## src/design/rtc_pkg.sv

```systemverilog
package rtc_pkg;
   // ---------------------------------------------------------
   // address map, block 0
   // ---------------------------------------------------------
   localparam logic [7:0] OFS_HUNDREDTHS = 8'h00;
   localparam logic [7:0] OFS_SECONDS = 8'h01;
   localparam logic [7:0] OFS_MINUTES = 8'h02;
   localparam logic [7:0] OFS_HOURS = 8'h03;
   localparam logic [7:0] OFS_WEEKDAY = 8'h04;
   localparam logic [7:0] OFS_MONTH_DAY = 8'h05;
   localparam logic [7:0] OFS_MONTH = 8'h06;
   localparam logic [7:0] OFS_YEAR = 8'h07;
   localparam logic [7:0] OFS_WD_FRACTION = 8'h08;
   localparam logic [7:0] OFS_WD_WHOLE = 8'h09;
   localparam logic [7:0] OFS_CHARGER = 8'h0A;
   localparam logic [7:0] OFS_FLAGS = 8'h0B;
   localparam logic [7:0] OFS_CONTROL = 8'h0C;
   localparam logic [1:0] BLK_TIME = 2'h0;
   localparam logic [1:0] BLK_NONE = 2'h3;
   // ---------------------------------------------------------
   // fields and reset values
   // ---------------------------------------------------------
   localparam int HR_12H_BIT = 6;
   localparam int HR_PM_BIT = 5;
   localparam logic [3:0] CHG_KEY = 4'hA;
   localparam logic [7:0] CHG_RST = 8'h00;
   localparam logic [63:0] TM_RST = 64'h0001010100000000;
   // fixed-zero bits masked on write, per time index
   localparam logic [7:0] TM_MASK [0:7] = '{8'hFF, 8'h7F, 8'h7F, 8'h7F, 8'h0F, 8'h3F, 8'h3F, 8'hFF};
   localparam logic [4:0] DEV_ID_DFLT = 5'h0B; // arbitrary value
   // ---------------------------------------------------------
   // counts and timing
   // ---------------------------------------------------------
   localparam logic [3:0] BITS_PER_BYTE = 4'h8;
   localparam logic [5:0] DIV_LONG = 6'h29;
   localparam logic [5:0] DIV_SHORT = 6'h28;
   localparam logic [4:0] DIV_RUNS = 5'h18;
   localparam int CLK_MHZ = 250;
   localparam int RST_HOLD_NS = 200000;
   localparam int RST_HOLD_CYC = (RST_HOLD_NS * CLK_MHZ + 999) / 1000;
   typedef enum logic [3:0] {
      ST_IDLE, ST_ADDR, ST_AACK, ST_WORD, ST_WACK, ST_WR, ST_DACK, ST_RD, ST_RACK
   } rtc_state_t;
endpackage : rtc_pkg
```

## src/design/rtc_core.sv

```systemverilog
`timescale 1ns/1ns
module rtc_core #(
   parameter logic [4:0] DEV_ID = rtc_pkg::DEV_ID_DFLT,
   parameter int RST_HOLD_CYC = rtc_pkg::RST_HOLD_CYC
) (
   // clock and reset
   input wire logic core_clk,
   input wire logic reset,
   // serial bus pins
   input wire logic scl_in,
   input wire logic sda_in,
   output logic sda_out,
   output logic sda_oe,
   // timebase and supply monitor
   input wire logic tick_4k_in,
   input wire logic vcc_ok_in,
   input wire logic osc_stop_in,
   // reset pin, open drain
   output logic rst_n_out,
   output logic rst_n_oe,
   // charger and oscillator controls
   output logic charger_en,
   output logic [1:0] diode_select_bits,
   output logic [1:0] resistor_select_bits,
   output logic osc_off_on_battery
);
   localparam int HW = $clog2(RST_HOLD_CYC + 1);

   // ---------------------------------------------------------
   // input synchronisers
   // ---------------------------------------------------------
   logic [4:0] sync1_r, sync2_r, sync3_r;
   always_ff @(posedge core_clk) begin
      if (reset) begin
         sync1_r <= 5'h03;
         sync2_r <= 5'h03;
         sync3_r <= 5'h03;
      end else begin
         sync1_r <= {osc_stop_in, vcc_ok_in, tick_4k_in, sda_in, scl_in};
         sync2_r <= sync1_r;
         sync3_r <= sync2_r;
      end
   end

   logic scl_rise, scl_fall, start_det, stop_det;
   logic sda_s, tick_edge, pwr_ok, osc_edge;
   assign scl_rise = sync2_r[0] & ~sync3_r[0];
   assign scl_fall = ~sync2_r[0] & sync3_r[0];
   assign start_det = sync2_r[0] & sync3_r[0] & ~sync2_r[1] & sync3_r[1];
   assign stop_det = sync2_r[0] & sync3_r[0] & sync2_r[1] & ~sync3_r[1];
   assign sda_s = sync2_r[1];
   assign tick_edge = sync2_r[2] & ~sync3_r[2];
   assign pwr_ok = sync2_r[3];
   assign osc_edge = sync2_r[4] & ~sync3_r[4];

   // ---------------------------------------------------------
   // power fail and reset output
   // ---------------------------------------------------------
   logic [HW-1:0] hold_r;
   logic rst_active, access_ok, wd_fire;
   always_ff @(posedge core_clk) begin
      if (reset) begin
         hold_r <= HW'(RST_HOLD_CYC);
      end else if (!pwr_ok || wd_fire) begin
         hold_r <= HW'(RST_HOLD_CYC);
      end else if (hold_r != '0) begin
         hold_r <= hold_r - 1'b1;
      end
   end
   assign rst_active = !pwr_ok || hold_r != '0;
   assign access_ok = !rst_active;
   assign rst_n_oe = rst_active;
   assign rst_n_out = 1'b0;

   // ---------------------------------------------------------
   // hundredths generator
   // ---------------------------------------------------------
   logic [5:0] div_r;
   logic [4:0] run_r;
   logic hund_tick;
   assign hund_tick = tick_edge &&
      div_r == ((run_r == rtc_pkg::DIV_RUNS) ? rtc_pkg::DIV_SHORT : rtc_pkg::DIV_LONG) - 6'h01;
   always_ff @(posedge core_clk) begin
      if (reset) begin
         div_r <= '0;
         run_r <= '0;
      end else if (hund_tick) begin
         div_r <= '0;
         run_r <= (run_r == rtc_pkg::DIV_RUNS) ? '0 : run_r + 5'h01;
      end else if (tick_edge) begin
         div_r <= div_r + 6'h01;
      end
   end

   // ---------------------------------------------------------
   // helpers
   // ---------------------------------------------------------
   function automatic logic [7:0] bcd_inc(input logic [7:0] v);
      bcd_inc = (v[3:0] == 4'h9) ? {v[7:4] + 4'h1, 4'h0} : {v[7:4], v[3:0] + 4'h1};
   endfunction : bcd_inc

   function automatic logic [7:0] last_date(input logic [7:0] mon, input logic [7:0] yr);
      logic leap;
      // 2000 is leap, so the 4-year rule holds to 2099
      leap = yr[4] ? (yr[3:0] == 4'h2 || yr[3:0] == 4'h6) :
         (yr[3:0] == 4'h0 || yr[3:0] == 4'h4 || yr[3:0] == 4'h8);
      if (mon[4:0] == 5'h02) last_date = leap ? 8'h29 : 8'h28;
      else if (mon[4:0] inside {5'h04, 5'h06, 5'h09, 5'h11}) last_date = 8'h30;
      else last_date = 8'h31;
   endfunction : last_date

   function automatic logic [15:0] bcd_dec4(input logic [15:0] v);
      logic [15:0] r;
      logic b;
      r = v;
      b = 1'b1;
      for (int i = 0; i < 4; i++) begin
         if (b) begin
            if (r[4*i +: 4] == 4'h0) begin
               r[4*i +: 4] = 4'h9;
            end else begin
               r[4*i +: 4] = r[4*i +: 4] - 4'h1;
               b = 1'b0;
            end
         end
      end
      bcd_dec4 = r;
   endfunction : bcd_dec4

   function automatic logic [7:0] ptr_step(input logic [1:0] b, input logic [7:0] p, input logic wr);
      if (b == rtc_pkg::BLK_TIME) ptr_step = (p >= rtc_pkg::OFS_CONTROL) ? 8'h00 : p + 8'h01;
      else if (wr) ptr_step = {p[7:3], p[2:0] + 3'h1};
      else ptr_step = p + 8'h01;
   endfunction : ptr_step

   // ---------------------------------------------------------
   // bus slave state
   // ---------------------------------------------------------
   rtc_pkg::rtc_state_t state_r;
   logic [3:0] cnt_r;
   logic [7:0] sh_r, tx_r, ptr_r, ptr_inc, rd_byte;
   logic [1:0] blk_r;
   logic rw_r, wr_go, ptr_adv, tm_we, blk0;
   logic [7:0] tm_r [0:7];
   logic [7:0] tm_nxt [0:7];
   logic [7:0] snap_r [0:7];
   logic [7:0] nv_mem [0:511];
   logic [15:0] wd_r, wd_seed_r;
   logic [7:0] chg_r;
   logic osf_r, wf_r, osc_off_on_battery_r, wde_r, wdrst_r, wd_zero;

   assign blk0 = blk_r == rtc_pkg::BLK_TIME;
   assign ptr_inc = ptr_step(blk_r, ptr_r, !rw_r);
   assign wr_go = state_r == rtc_pkg::ST_WR && scl_fall && cnt_r == rtc_pkg::BITS_PER_BYTE && access_ok;
   assign ptr_adv = scl_fall && access_ok && (state_r == rtc_pkg::ST_DACK ||
      (state_r == rtc_pkg::ST_RD && cnt_r == rtc_pkg::BITS_PER_BYTE));
   assign tm_we = wr_go && blk0 && ptr_r < rtc_pkg::OFS_WD_FRACTION;

   always_ff @(posedge core_clk) begin
      if (reset) begin
         state_r <= rtc_pkg::ST_IDLE;
         cnt_r <= '0;
         sh_r <= '0;
         tx_r <= 8'hFF;
         ptr_r <= '0;
         blk_r <= '0;
         rw_r <= 1'b0;
      end else if (!access_ok) begin
         state_r <= rtc_pkg::ST_IDLE;
      end else if (start_det) begin
         state_r <= rtc_pkg::ST_ADDR;
         cnt_r <= '0;
      end else if (stop_det) begin
         state_r <= rtc_pkg::ST_IDLE;
      end else begin
         if (scl_rise && state_r inside {rtc_pkg::ST_ADDR, rtc_pkg::ST_WORD, rtc_pkg::ST_WR,
            rtc_pkg::ST_RACK}) begin
            sh_r <= {sh_r[6:0], sda_s};
         end
         if (scl_rise && state_r inside {rtc_pkg::ST_ADDR, rtc_pkg::ST_WORD, rtc_pkg::ST_WR,
            rtc_pkg::ST_RD}) begin
            cnt_r <= cnt_r + 4'h1;
         end
         if (scl_fall) begin
            unique case (state_r)
               rtc_pkg::ST_IDLE: begin
               end
               rtc_pkg::ST_ADDR: begin
                  if (cnt_r == rtc_pkg::BITS_PER_BYTE) begin
                     if (sh_r[7:3] == DEV_ID && sh_r[2:1] != rtc_pkg::BLK_NONE) begin
                        state_r <= rtc_pkg::ST_AACK;
                        blk_r <= sh_r[2:1];
                        rw_r <= sh_r[0];
                     end else begin
                        state_r <= rtc_pkg::ST_IDLE;
                     end
                  end
               end
               rtc_pkg::ST_AACK: begin
                  cnt_r <= '0;
                  if (rw_r) begin
                     state_r <= rtc_pkg::ST_RD;
                     tx_r <= rd_byte;
                  end else begin
                     state_r <= rtc_pkg::ST_WORD;
                  end
               end
               rtc_pkg::ST_WORD: begin
                  if (cnt_r == rtc_pkg::BITS_PER_BYTE) begin
                     state_r <= rtc_pkg::ST_WACK;
                     ptr_r <= sh_r;
                  end
               end
               rtc_pkg::ST_WACK: begin
                  cnt_r <= '0;
                  state_r <= rtc_pkg::ST_WR;
               end
               rtc_pkg::ST_WR: begin
                  if (cnt_r == rtc_pkg::BITS_PER_BYTE) state_r <= rtc_pkg::ST_DACK;
               end
               rtc_pkg::ST_DACK: begin
                  cnt_r <= '0;
                  ptr_r <= ptr_inc;
                  state_r <= rtc_pkg::ST_WR;
               end
               rtc_pkg::ST_RD: begin
                  if (cnt_r == rtc_pkg::BITS_PER_BYTE) begin
                     state_r <= rtc_pkg::ST_RACK;
                     ptr_r <= ptr_inc;
                  end else begin
                     tx_r <= {tx_r[6:0], 1'b1};
                  end
               end
               // master nack ends the read
               rtc_pkg::ST_RACK: begin
                  cnt_r <= '0;
                  if (!sh_r[0]) begin
                     state_r <= rtc_pkg::ST_RD;
                     tx_r <= rd_byte;
                  end else begin
                     state_r <= rtc_pkg::ST_IDLE;
                  end
               end
            endcase
         end
      end
   end

   assign sda_oe = state_r inside {rtc_pkg::ST_AACK, rtc_pkg::ST_WACK, rtc_pkg::ST_DACK} ||
      (state_r == rtc_pkg::ST_RD && !tx_r[7]);
   assign sda_out = 1'b0;

   // ---------------------------------------------------------
   // read data
   // ---------------------------------------------------------
   // time registers read from the snapshot, other registers and storage read live
   always_comb begin
      rd_byte = 8'h00;
      if (blk0) begin
         if (ptr_r < rtc_pkg::OFS_WD_FRACTION) begin
            rd_byte = snap_r[ptr_r[2:0]];
         end else begin
            case (ptr_r)
               rtc_pkg::OFS_WD_FRACTION: rd_byte = wd_r[7:0];
               rtc_pkg::OFS_WD_WHOLE: rd_byte = wd_r[15:8];
               rtc_pkg::OFS_CHARGER: rd_byte = chg_r;
               rtc_pkg::OFS_FLAGS: rd_byte = {osf_r, wf_r, 6'h00};
               rtc_pkg::OFS_CONTROL: rd_byte = {osc_off_on_battery_r, 5'h00, wde_r, wdrst_r};
               default: rd_byte = 8'h00;
            endcase
         end
      end else if (blk_r != rtc_pkg::BLK_NONE) begin
         rd_byte = nv_mem[{blk_r[1], ptr_r}];
      end
   end

   always_ff @(posedge core_clk) begin
      if (wr_go && !blk0) nv_mem[{blk_r[1], ptr_r}] <= sh_r;
   end

   // ---------------------------------------------------------
   // time and calendar
   // ---------------------------------------------------------
   // carry chain
   always_comb begin
      logic c;
      logic [7:0] t;
      c = hund_tick;
      t = 8'h00;
      tm_nxt = tm_r;
      if (c) begin
         c = tm_r[0] == 8'h99;
         tm_nxt[0] = c ? 8'h00 : bcd_inc(tm_r[0]);
      end
      if (c) begin
         c = tm_r[1] == 8'h59;
         tm_nxt[1] = c ? 8'h00 : bcd_inc(tm_r[1]);
      end
      if (c) begin
         c = tm_r[2] == 8'h59;
         tm_nxt[2] = c ? 8'h00 : bcd_inc(tm_r[2]);
      end
      if (c) begin
         if (tm_r[3][rtc_pkg::HR_12H_BIT]) begin
            t = bcd_inc({3'h0, tm_r[3][4:0]});
            c = tm_r[3][rtc_pkg::HR_PM_BIT] && tm_r[3][4:0] == 5'h11;
            if (tm_r[3][4:0] == 5'h11) tm_nxt[3][rtc_pkg::HR_PM_BIT] = ~tm_r[3][rtc_pkg::HR_PM_BIT];
            tm_nxt[3][4:0] = (tm_r[3][4:0] == 5'h12) ? 5'h01 : t[4:0];
         end else begin
            t = bcd_inc({2'h0, tm_r[3][5:0]});
            c = tm_r[3][5:0] == 6'h23;
            tm_nxt[3][5:0] = c ? 6'h00 : t[5:0];
         end
      end
      if (c) begin
         tm_nxt[4][2:0] = (tm_r[4][2:0] == 3'h7) ? 3'h1 : tm_r[4][2:0] + 3'h1;
         t = last_date(tm_r[6], tm_r[7]);
         c = tm_r[5] == t;
         tm_nxt[5] = c ? 8'h01 : bcd_inc(tm_r[5]);
      end
      if (c) begin
         t = bcd_inc({3'h0, tm_r[6][4:0]});
         c = tm_r[6][4:0] == 5'h12;
         tm_nxt[6][4:0] = c ? 5'h01 : t[4:0];
      end
      if (c) tm_nxt[7] = (tm_r[7] == 8'h99) ? 8'h00 : bcd_inc(tm_r[7]);
      if (tm_we) tm_nxt[ptr_r[2:0]] = sh_r & rtc_pkg::TM_MASK[ptr_r[2:0]];
   end

   // defined start only for the bench's sake
   always_ff @(posedge core_clk) begin
      for (int i = 0; i < 8; i++) begin
         if (reset) tm_r[i] <= rtc_pkg::TM_RST[8*i +: 8];
         else tm_r[i] <= tm_nxt[i];
      end
   end

   always_ff @(posedge core_clk) begin
      if (reset || start_det || (ptr_adv && blk0 && ptr_inc == rtc_pkg::OFS_HUNDREDTHS)) begin
         snap_r <= tm_r;
      end
   end

   // ---------------------------------------------------------
   // watchdog, flags, control, charger
   // ---------------------------------------------------------
   logic we_wdf, we_wdw, we_chg, we_flg, we_ctl;
   assign we_wdf = wr_go && blk0 && ptr_r == rtc_pkg::OFS_WD_FRACTION;
   assign we_wdw = wr_go && blk0 && ptr_r == rtc_pkg::OFS_WD_WHOLE;
   assign we_chg = wr_go && blk0 && ptr_r == rtc_pkg::OFS_CHARGER;
   assign we_flg = wr_go && blk0 && ptr_r == rtc_pkg::OFS_FLAGS;
   assign we_ctl = wr_go && blk0 && ptr_r == rtc_pkg::OFS_CONTROL;
   assign wd_zero = hund_tick && wde_r && wd_r == 16'h0001 && !we_wdf && !we_wdw;
   assign wd_fire = wd_zero && wdrst_r;

   // two BCD bytes, write loads seed and count
   always_ff @(posedge core_clk) begin
      if (reset) begin
         wd_r <= 16'h0000;
         wd_seed_r <= 16'h0000;
      end else if (we_wdf) begin
         wd_seed_r[7:0] <= sh_r;
         wd_r <= {wd_seed_r[15:8], sh_r};
      end else if (we_wdw) begin
         wd_seed_r[15:8] <= sh_r;
         wd_r <= {sh_r, wd_seed_r[7:0]};
      end else if (hund_tick && wde_r && wd_r != 16'h0000) begin
         wd_r <= bcd_dec4(wd_r);
      end
   end

   // set wins, clear only by zero
   always_ff @(posedge core_clk) begin
      if (reset) begin
         osf_r <= 1'b1;
         wf_r <= 1'b0;
      end else begin
         if (osc_edge) osf_r <= 1'b1;
         else if (we_flg && !sh_r[7]) osf_r <= 1'b0;
         if (wd_zero) wf_r <= 1'b1;
         else if (we_flg && !sh_r[6]) wf_r <= 1'b0;
      end
   end

   always_ff @(posedge core_clk) begin
      if (reset) begin
         osc_off_on_battery_r <= 1'b0;
         wde_r <= 1'b0;
         wdrst_r <= 1'b0;
         chg_r <= rtc_pkg::CHG_RST;
      end else begin
         if (we_ctl) {osc_off_on_battery_r, wde_r, wdrst_r} <= {sh_r[7], sh_r[1:0]};
         if (we_chg) chg_r <= sh_r;
      end
   end

   assign charger_en = chg_r[7:4] == rtc_pkg::CHG_KEY;
   assign diode_select_bits = chg_r[3:2];
   assign resistor_select_bits = chg_r[1:0];
   assign osc_off_on_battery = osc_off_on_battery_r;

   // ---------------------------------------------------------
   // assertions
   // ---------------------------------------------------------
   logic [5:0] tk_cnt_r;
   always_ff @(posedge core_clk) begin
      if (reset || hund_tick) tk_cnt_r <= '0;
      else if (tick_edge) tk_cnt_r <= tk_cnt_r + 6'h01;
   end

   a_pf_no_ack: assert property (@(posedge core_clk) disable iff (reset)
      !pwr_ok |=> state_r == rtc_pkg::ST_IDLE && !sda_oe) else $error("access during power fail");
   a_write_gate: assert property (@(posedge core_clk) disable iff (reset)
      wr_go |-> !rst_n_oe && pwr_ok) else $error("write while reset active");
   a_rst_on_fail: assert property (@(posedge core_clk) disable iff (reset)
      $fell(pwr_ok) |-> rst_n_oe [*2]) else $error("reset not held on fail");
   a_tm_wrap: assert property (@(posedge core_clk) disable iff (reset)
      ptr_adv && blk0 && ptr_r == rtc_pkg::OFS_CONTROL |=> ptr_r == 8'h00) else $error("time wrap");
   a_snap_copy: assert property (@(posedge core_clk) disable iff (reset)
      start_det |=> snap_r[1] == $past(tm_r[1]) && snap_r[3] == $past(tm_r[3])) else $error("snapshot");
   a_nv_rd_wrap: assert property (@(posedge core_clk) disable iff (reset)
      ptr_adv && rw_r && !blk0 && ptr_r == 8'hFF |=> ptr_r == 8'h00) else $error("read wrap");
   a_page_wrap: assert property (@(posedge core_clk) disable iff (reset)
      ptr_adv && !rw_r && !blk0 && ptr_r[2:0] == 3'h7 |=> ptr_r[2:0] == 3'h0 &&
      ptr_r[7:3] == $past(ptr_r[7:3])) else $error("page wrap");
   a_tick_period: assert property (@(posedge core_clk) disable iff (reset)
      hund_tick |-> tk_cnt_r == 6'h28 || (tk_cnt_r == 6'h27 && run_r == rtc_pkg::DIV_RUNS))
      else $error("tick period");
   a_osf_keep: assert property (@(posedge core_clk) disable iff (reset)
      we_flg && sh_r[7] && osf_r |=> osf_r) else $error("flag cleared by one");
   a_charger_key: assert property (@(posedge core_clk) disable iff (reset)
      we_chg && sh_r[7:4] != 4'hA |=> !charger_en) else $error("charger enabled");
   a_sec_roll: assert property (@(posedge core_clk) disable iff (reset)
      hund_tick && !tm_we && tm_r[0] == 8'h99 && tm_r[1] == 8'h59 |=> tm_r[0] == 8'h00 &&
      tm_r[1] == 8'h00) else $error("seconds carry");

   c_time_write: cover property (@(posedge core_clk) disable iff (reset) tm_we);
   c_read_next: cover property (@(posedge core_clk) disable iff (reset)
      state_r == rtc_pkg::ST_RACK ##1 state_r == rtc_pkg::ST_RD);
   c_short_div: cover property (@(posedge core_clk) disable iff (reset)
      hund_tick && run_r == rtc_pkg::DIV_RUNS);
   c_nv_write: cover property (@(posedge core_clk) disable iff (reset) wr_go && !blk0);
endmodule : rtc_core

```

## config.mk

```make
export PLATFORM = sky130hd
export DESIGN_NAME = rtc_core
export DESIGN_NICKNAME = d
export VERILOG_FILES = /design/src/design/rtc_pkg.sv /design/src/design/rtc_core.sv
export SDC_FILE = /design/constraint.sdc
export NUM_CORES = 2
export LEC_CHECK = 0
export BUFFER_PORTS_ARGS = -buffer_cell sky130_fd_sc_hd__buf_2
export CAP_MARGIN = 20
export CORE_AREA = 5 5 707 709
export CTS_CLUSTER_DIAMETER = 50
export DETAILED_ROUTE_END_ITERATION = 8
export DIE_AREA = 0 0 712 714
export MAX_ROUTING_LAYER = met4
export SLEW_MARGIN = 40
export SYNTH_ARGS = -nofsm -noshare
export SYNTH_HDL_FRONTEND = slang
export SYNTH_SLANG_ARGS = --single-unit
```

## constraint.sdc

```tcl
create_clock -name core_clk -period 15.84 [get_ports core_clk]
set_clock_uncertainty 0.15 [all_clocks]
set_input_delay 0.792 -clock core_clk [delete_from_list [all_inputs] [get_ports core_clk]]
set_output_delay 0.792 -clock core_clk [all_outputs]
set_load 0.01 [all_outputs]
```

## Yosys cells after proc, flatten, opt, wreduce, memory -nomap -nowiden

Memory sizes are Yosys's and may differ from the RTL's.
Index checks and enable logic that the tools add are counted.

- Memory bits (writable): 4096
- Bits of input ports: 7
- Logic and storage cells: 358
- Memory bits (read-only): 64
- Bits in registers: 250
- Memories kept: 2

- $lt $le $gt $ge: 4
- Muxes and demuxes: 110
- Add/subtract/negate cells: 27
- Bitwise operators: 22
- Reductions and logical operators: 89
- Equality and inequality tests: 59

Memory list:

| name | depth | bits a word | rd ports | clocked after memory_dff | wr ports | line | RTL |
|---|---|---|---|---|---|---|---|
| nv_mem | 512 | 8 | 1 | 0 | 1 | rtc_core.sv:147 | `logic [7:0] nv_mem [0:511];` |
| (name not given) | 8 | 8 | 1 | 0 | 0 | rtc_core.sv:327 | `if (tm_we) tm_nxt[ptr_r[2:0]] = sh_r & rtc_pkg::TM_MASK[ptr_r[2:0]];` |

Operators by type and width:

| cell | count |
|---|---|
| $mux 8 | 31 |
| $bwmux 64 | 1 |
| $mux 4 | 16 |
| $mux 64 | 1 |
| $add 4x1->4 const B | 13 |
| $mux 16 | 3 |
| $pmux 8 s3 | 2 |
| $eq 4x4->1 const B | 11 |
| $eq 8x4->1 const B | 5 |
| $pmux 8 s5 | 1 |
| $mux 1 | 36 |
| $mux 5 | 7 |
| $reduce_bool 16->1 | 2 |
| $logic_and 1x1->1 | 31 |
| $pmux 4 s7 | 1 |
| $eq 5x5->1 const B | 5 |
| $bmux 8 s3 | 1 |
| $demux 8 s3 | 1 |
| $eq 4x3->1 const B | 6 |
| $mux 6 | 4 |
| $reduce_bool 3->1 | 8 |
| $logic_not 4->1 | 5 |
| $eq 16x1->1 const B | 1 |
| $eq 8x7->1 const B | 2 |
| other kinds (49) | 117 |

## Depth between registers and ports, before layout

- Depth in word-level cells: 25
- Gate-level depth with buffers: 17
- Mapped depth without buffers: 12

## Worst setup path before layout

Ideal clock, no wire load.

- Path kind: reg-to-reg
- Start point: register sh_r[6]
- End point: register blk_r[0]
- Library setup time: 0.128 ns
- Stages on the path, launching flop included: 5
- Required time: 15.562 ns
- Slack: 7.038 ns
- Clock period less this slack: 8.802 ns
- Buffers on the path: 0
- Data arrival time: 8.524 ns
- Cells stage by stage: dfxtp_1 > nand4_1 > nor3_1 > mux2i_1 > nor2_1

- Word-level cells in the longest chain between the ends: 3

RTL lines:

| element | line | RTL |
|---|---|---|
| start, declared | rtc_core.sv:141 | `logic [7:0] sh_r, tx_r, ptr_r, ptr_inc, rd_byte;` |
| start signal, assigned | rtc_core.sv:178 | `sh_r <= {sh_r[6:0], sda_s};` |
| $eq 5x4->1 | rtc_core.sv:190 | `if (sh_r[7:3] == DEV_ID && sh_r[2:1] != rtc_pkg::BLK_NONE) begin` |
| $logic_and 1x1->1 | rtc_core.sv:190 |  |
| $reduce_and 7->1 (no source line) | -- |  |
| end signal, assigned | rtc_core.sv:192 | `blk_r <= sh_r[2:1];` |
| end, declared | rtc_core.sv:142 | `logic [1:0] blk_r;` |

Every way passes these cells.
A chain may end at the register's enable or synchronous reset.

## Final worst setup path

- Start point: register ptr_r[1]
- End point: register tx_r[4]

- Word-level cells in the longest chain between the ends: 8

RTL lines:

| element | line | RTL |
|---|---|---|
| start, declared | rtc_core.sv:141 |  |
| start signal, assigned | rtc_core.sv:211 | `ptr_r <= sh_r;` |
| start signal, assigned | rtc_core.sv:223 | `ptr_r <= ptr_inc;` |
| start signal, assigned | rtc_core.sv:229 | `ptr_r <= ptr_inc;` |
| parallel branches: the longest is 5 deep, another holds $mem_v2 512x8 | -- |  |
| $mux 8 (*) | rtc_core.sv:259 | `if (blk0) begin` |
| $mux 8 (on tied branches) | rtc_core.sv:237, rtc_core.sv:201 |  |
| $pmux 8 s3 (*) | rtc_core.sv:185 | `unique case (state_r)` |
| end signal, assigned | rtc_core.sv:203 | `tx_r <= rd_byte;` |
| end signal, assigned | rtc_core.sv:231 | `tx_r <= {tx_r[6:0], 1'b1};` |
| end signal, assigned | rtc_core.sv:239 | `tx_r <= rd_byte;` |
| end, declared | rtc_core.sv:141 |  |

Mark *: on every way between the ends. The select of a mux whose other input is x is not followed.

==> summary.txt <==
Outcome
  • Status: completed

Detailed routing
  • Detailed-route via count: around 110k
  • Total detailed-routing wirelength: roughly 570 mm
  • Total iterations of the first detailed-routing run: 6
  • DRC violation count after routing: 0
  • Routed wire per std cell: roughly 32 um
  • Avg Vias per Cell: around 6
  • DRC violation total after the first TritonRoute iteration: between 15000 and 20000
  • Antenna-violating nets left: 0

Yosys
  • Most used flip-flop cell after synthesis: edfxtp_1
  • Proportion of synthesized chip area in sequential cells: 74.9%
  • Most frequent cell after synthesis: edfxtp_1
  • Fraction of synthesis flops using an asynchronous set or reset pin: 0%
  • Largest area contributor in the netlist: edfxtp_1
  • Mean Syn Cell Area: around 16 um^2
  • Cell area after synthesis: ~170000 um^2
  • Synth top area cells: edfxtp_1 73%, mux2i_1 3.9%, a221oi_1 2.4%
  • Ys Warns: 0
  • Post-synthesis register bit count: around 4300
  • Fraction of synthesized cell area taken by the top area cell type: between 70 and 80%
  • Number of distinct library cell variants in the gate-level netlist after synthesis: 90
  • Number of flops mapped to enable cells by yosys: between 4000 and 5000
  • Number of instances in the synthesized netlist: roughly 11000
  • Leading cell types by count after synthesis: 4160 x edfxtp_1, 995 x nor2_1, 669 x mux2i_1

Clocking
  • Number of buffers added by the clock tree synthesis step: between 400 and 500
  • Number of buffers between clock root and the deepest sink: 4
  • Post-CTS sizing: 0
  • Clk Latency, worst-skew pair: roughly 1 ns
  • CTS tree: yes
  • Clock sink count: 4345
  • Clock slew at reported path FFs: about 0.060 ns
  • Clock Root Buffer: clkbuf_16
  • H-tree depth: 5

STA
  • Final worst path period share: 41.2%
  • Fin worst setup slack: between 9 and 10 ns
  • Max Transition Viols Final: 0
  • Actual slew at the worst max-slew pin: about 0.97 ns
  • Relative slew margins: between 30% and 40%
  • Fmax: ~150 MHz
  • Fin crit period: roughly 6.5 ns
  • Unrepaired setup endpoints after global routing: no
  • Setup_tns: 0 ns
  • Final setup fails: 0
  • Number of hold violations in the final report: 0

Global route
  • Wire length of the first global-routing pass: roughly 790 mm
  • Antenna violations before repair: 30
  • Total global-route track usage: approximately 22%
  • Pin count of the biggest net entering global routing: about 160
  • Total congestion overflow after global routing: 0
  • Vias in the first global route: ~100k

Layout
  • Area delta synth->final: 13.7%
  • Fraction of final layout cells sized beyond drive strength 1: between 15 and 20%
  • Final-stage net count: between 10000 and 15000

Die
  • Initial cell density of the core: approximately a third
  • Die outline width: a little over 700 um
  • Total number of placement rows: about 260
  • Total die area: 508000 um^2
  • Vertical die dimension: approximately 700 um
  • Top-level I/O count: 17
  • Standard cell core area: 492000 um^2

Worst setup path
  • Register-to-register setup slack: 9.31 ns
  • Worst setup EP type: flop
  • Path type of the worst setup path: reg -> reg
  • Required time worst endpoint: 16.56 ns
  • Critical Path Start Type: flop
  • CP Data Arrival Time: just over 7 ns
  • Maximum fanout count along the critical path: 44

Power and ir drop
  • Leakage: slightly below 60 nW
  • Worst IR Drop VDD: around 110 uV
  • P per Cell Area: around 120 nW/um^2

Min path
  • Classification of the worst-slack hold path: reg -> reg

Place
  • Final GP Congestion: 0.854
  • Worst slack, placed: about 9.5 ns
  • Detailed-placement wirelength estimate: between 300 and 400 mm
  • Buffers added on ports: 14

Flow run
  • Max-cap check violation count: 0
-- path summary, 6_finish.rpt --
check / startpoint / to / depth (start not counted)
worst max-delay path: ptr_r[1]$_SDFFE_PP0P_ / tx_r[4]$_SDFFE_PP1P_ / 13
worst min-delay path: sync1_r[1]$_SDFF_PP1_ / sync2_r[1]$_SDFF_PP1_ / 1
worst max register to register: ptr_r[1]$_SDFFE_PP0P_ / tx_r[4]$_SDFFE_PP1P_ / 13
worst min register to register: sync1_r[1]$_SDFF_PP1_ / sync2_r[1]$_SDFF_PP1_ / 1
-- registers in the layout, summed over array words and instances, names as in the netlist, 2 cells and up, named ones only --
register / flops
tx_r: 8
cnt_r: 4
sync1_r: 5
ptr_r: 8
sync2_r: 5
hold_r: 16
div_r: 6
sync3_r: 4
nv_mem: 4096
wd_seed_r: 16
chg_r: 8
sh_r: 8
wd_r: 16
state_r: 4
blk_r: 2
tm_r: 54
snap_r: 64
run_r: 5
-- cell usage in the layout, fill, tap and decap left out, drive strengths merged, types with 29 or more instances in the layout --
| master | synthesis | final |
|---|---|---|
| clkbuf | 447 | 547 |
| o221ai | 84 | 84 |
| a221oi | 466 | 466 |
| nor2b | 38 | 38 |
| mux2 | 326 | 326 |
| a21oi | 564 | 564 |
| a221o | 105 | 105 |
| nand4 | 40 | 40 |
| mux2i | 669 | 669 |
| inv | 25 | 47 |
| dfxtp | 185 | 185 |
| bufinv | 0 | 36 |
| a31oi | 118 | 118 |
| a22oi | 256 | 256 |
| ha | 33 | 33 |
| a211oi | 99 | 99 |
| o22ai | 29 | 29 |
| clkinv | 1 | 192 |
| mux4 | 79 | 79 |
| nand2 | 480 | 480 |
| o211ai | 86 | 86 |
| nor3 | 88 | 88 |
| o2bb2ai | 44 | 44 |
| buf | 368 | 283 |
| nor4 | 31 | 31 |
| edfxtp | 4160 | 4160 |
| nand3 | 119 | 119 |
| o21ai | 447 | 447 |
| a22o | 104 | 104 |
| nor2 | 1010 | 1010 |
-- timing repair --
action                                 CTS  global route
buffers inserted                         0             0
hold buffers                             8             0
endpoints found under the hold margin   30             0
-- report_power, final --
group	internal [W]	switching [W]
registers	0.0124	0.00000603
logic	0.0000104	0.0000239
clock network	0.00580	0.00454
-- stage by stage --
step / hold WS [ns] / area [um^2] / total power (W) / cells / utilization, %
floorplan: 0.239 / 172000 / 0.0127 / 10900 / -
global placement: 0.248 / 179000 / 0.0127 / 16800 / 36.4
detailed placement: 0.250 / 180000 / 0.0127 / 16800 / 36.6
CTS: 0.268 / 194000 / 0.0228 / 17700 / 39.5
global route: 0.272 / 195000 / 0.0233 / 17700 / 39.6
finish: 0.261 / 195000 / 0.0228 / 17700 / 39.6
-- critical path, stage by stage, from the launching register on --
cell	delay, ns
dfxtp_4	0.66
buf_4	0.68
buf_4	0.70
buf_4	0.70
nor2b_4	0.08
buf_4	0.27
buf_4	0.31
a32oi_1	0.23
nand2_1	0.07
a2111oi_0	0.49
nor2_1	0.24
or4_1	0.66
a221oi_2	0.82
a31oi_1	0.15
-- cell type report --
cell class	instances	area, um^2
clock buffers	547	11600
inverters	26	125
well taps	6500	8130
multi-input cells	5692	41000
diodes	22	55.1
repair buffers	291	2970
clock inverters	269	2570
flip-flops and latches	4345	129000
fillers	44500	297000
-- cells by family after synthesis --
logic type | synth area share [%]
flip-flops | 74.9
AO/OA/AOI/OAI | 10.5
AND/OR/NAND/NOR | 4.98
multiplexers | 7.08
buffers and inverters | 2.05
XOR/XNOR | 0.214
adder cells (fa/ha/maj) | 0.241
other | 0.00218
-- per-layer routing --
metal / part of all wire [%] / up-vias / GRT usage (%) / wire, um
li1: - / 43300 / - / -
met1: 39 / 54600 / 29.7 / 222000
met2: 45 / 6874 / 32.8 / 257000
met3: 11 / 1109 / 4.55 / 64200
met4: 3.9 / 0 / 8.28 / 22200
met5: 0 / - / - / 0
Power figures use the tool's default switching activity.
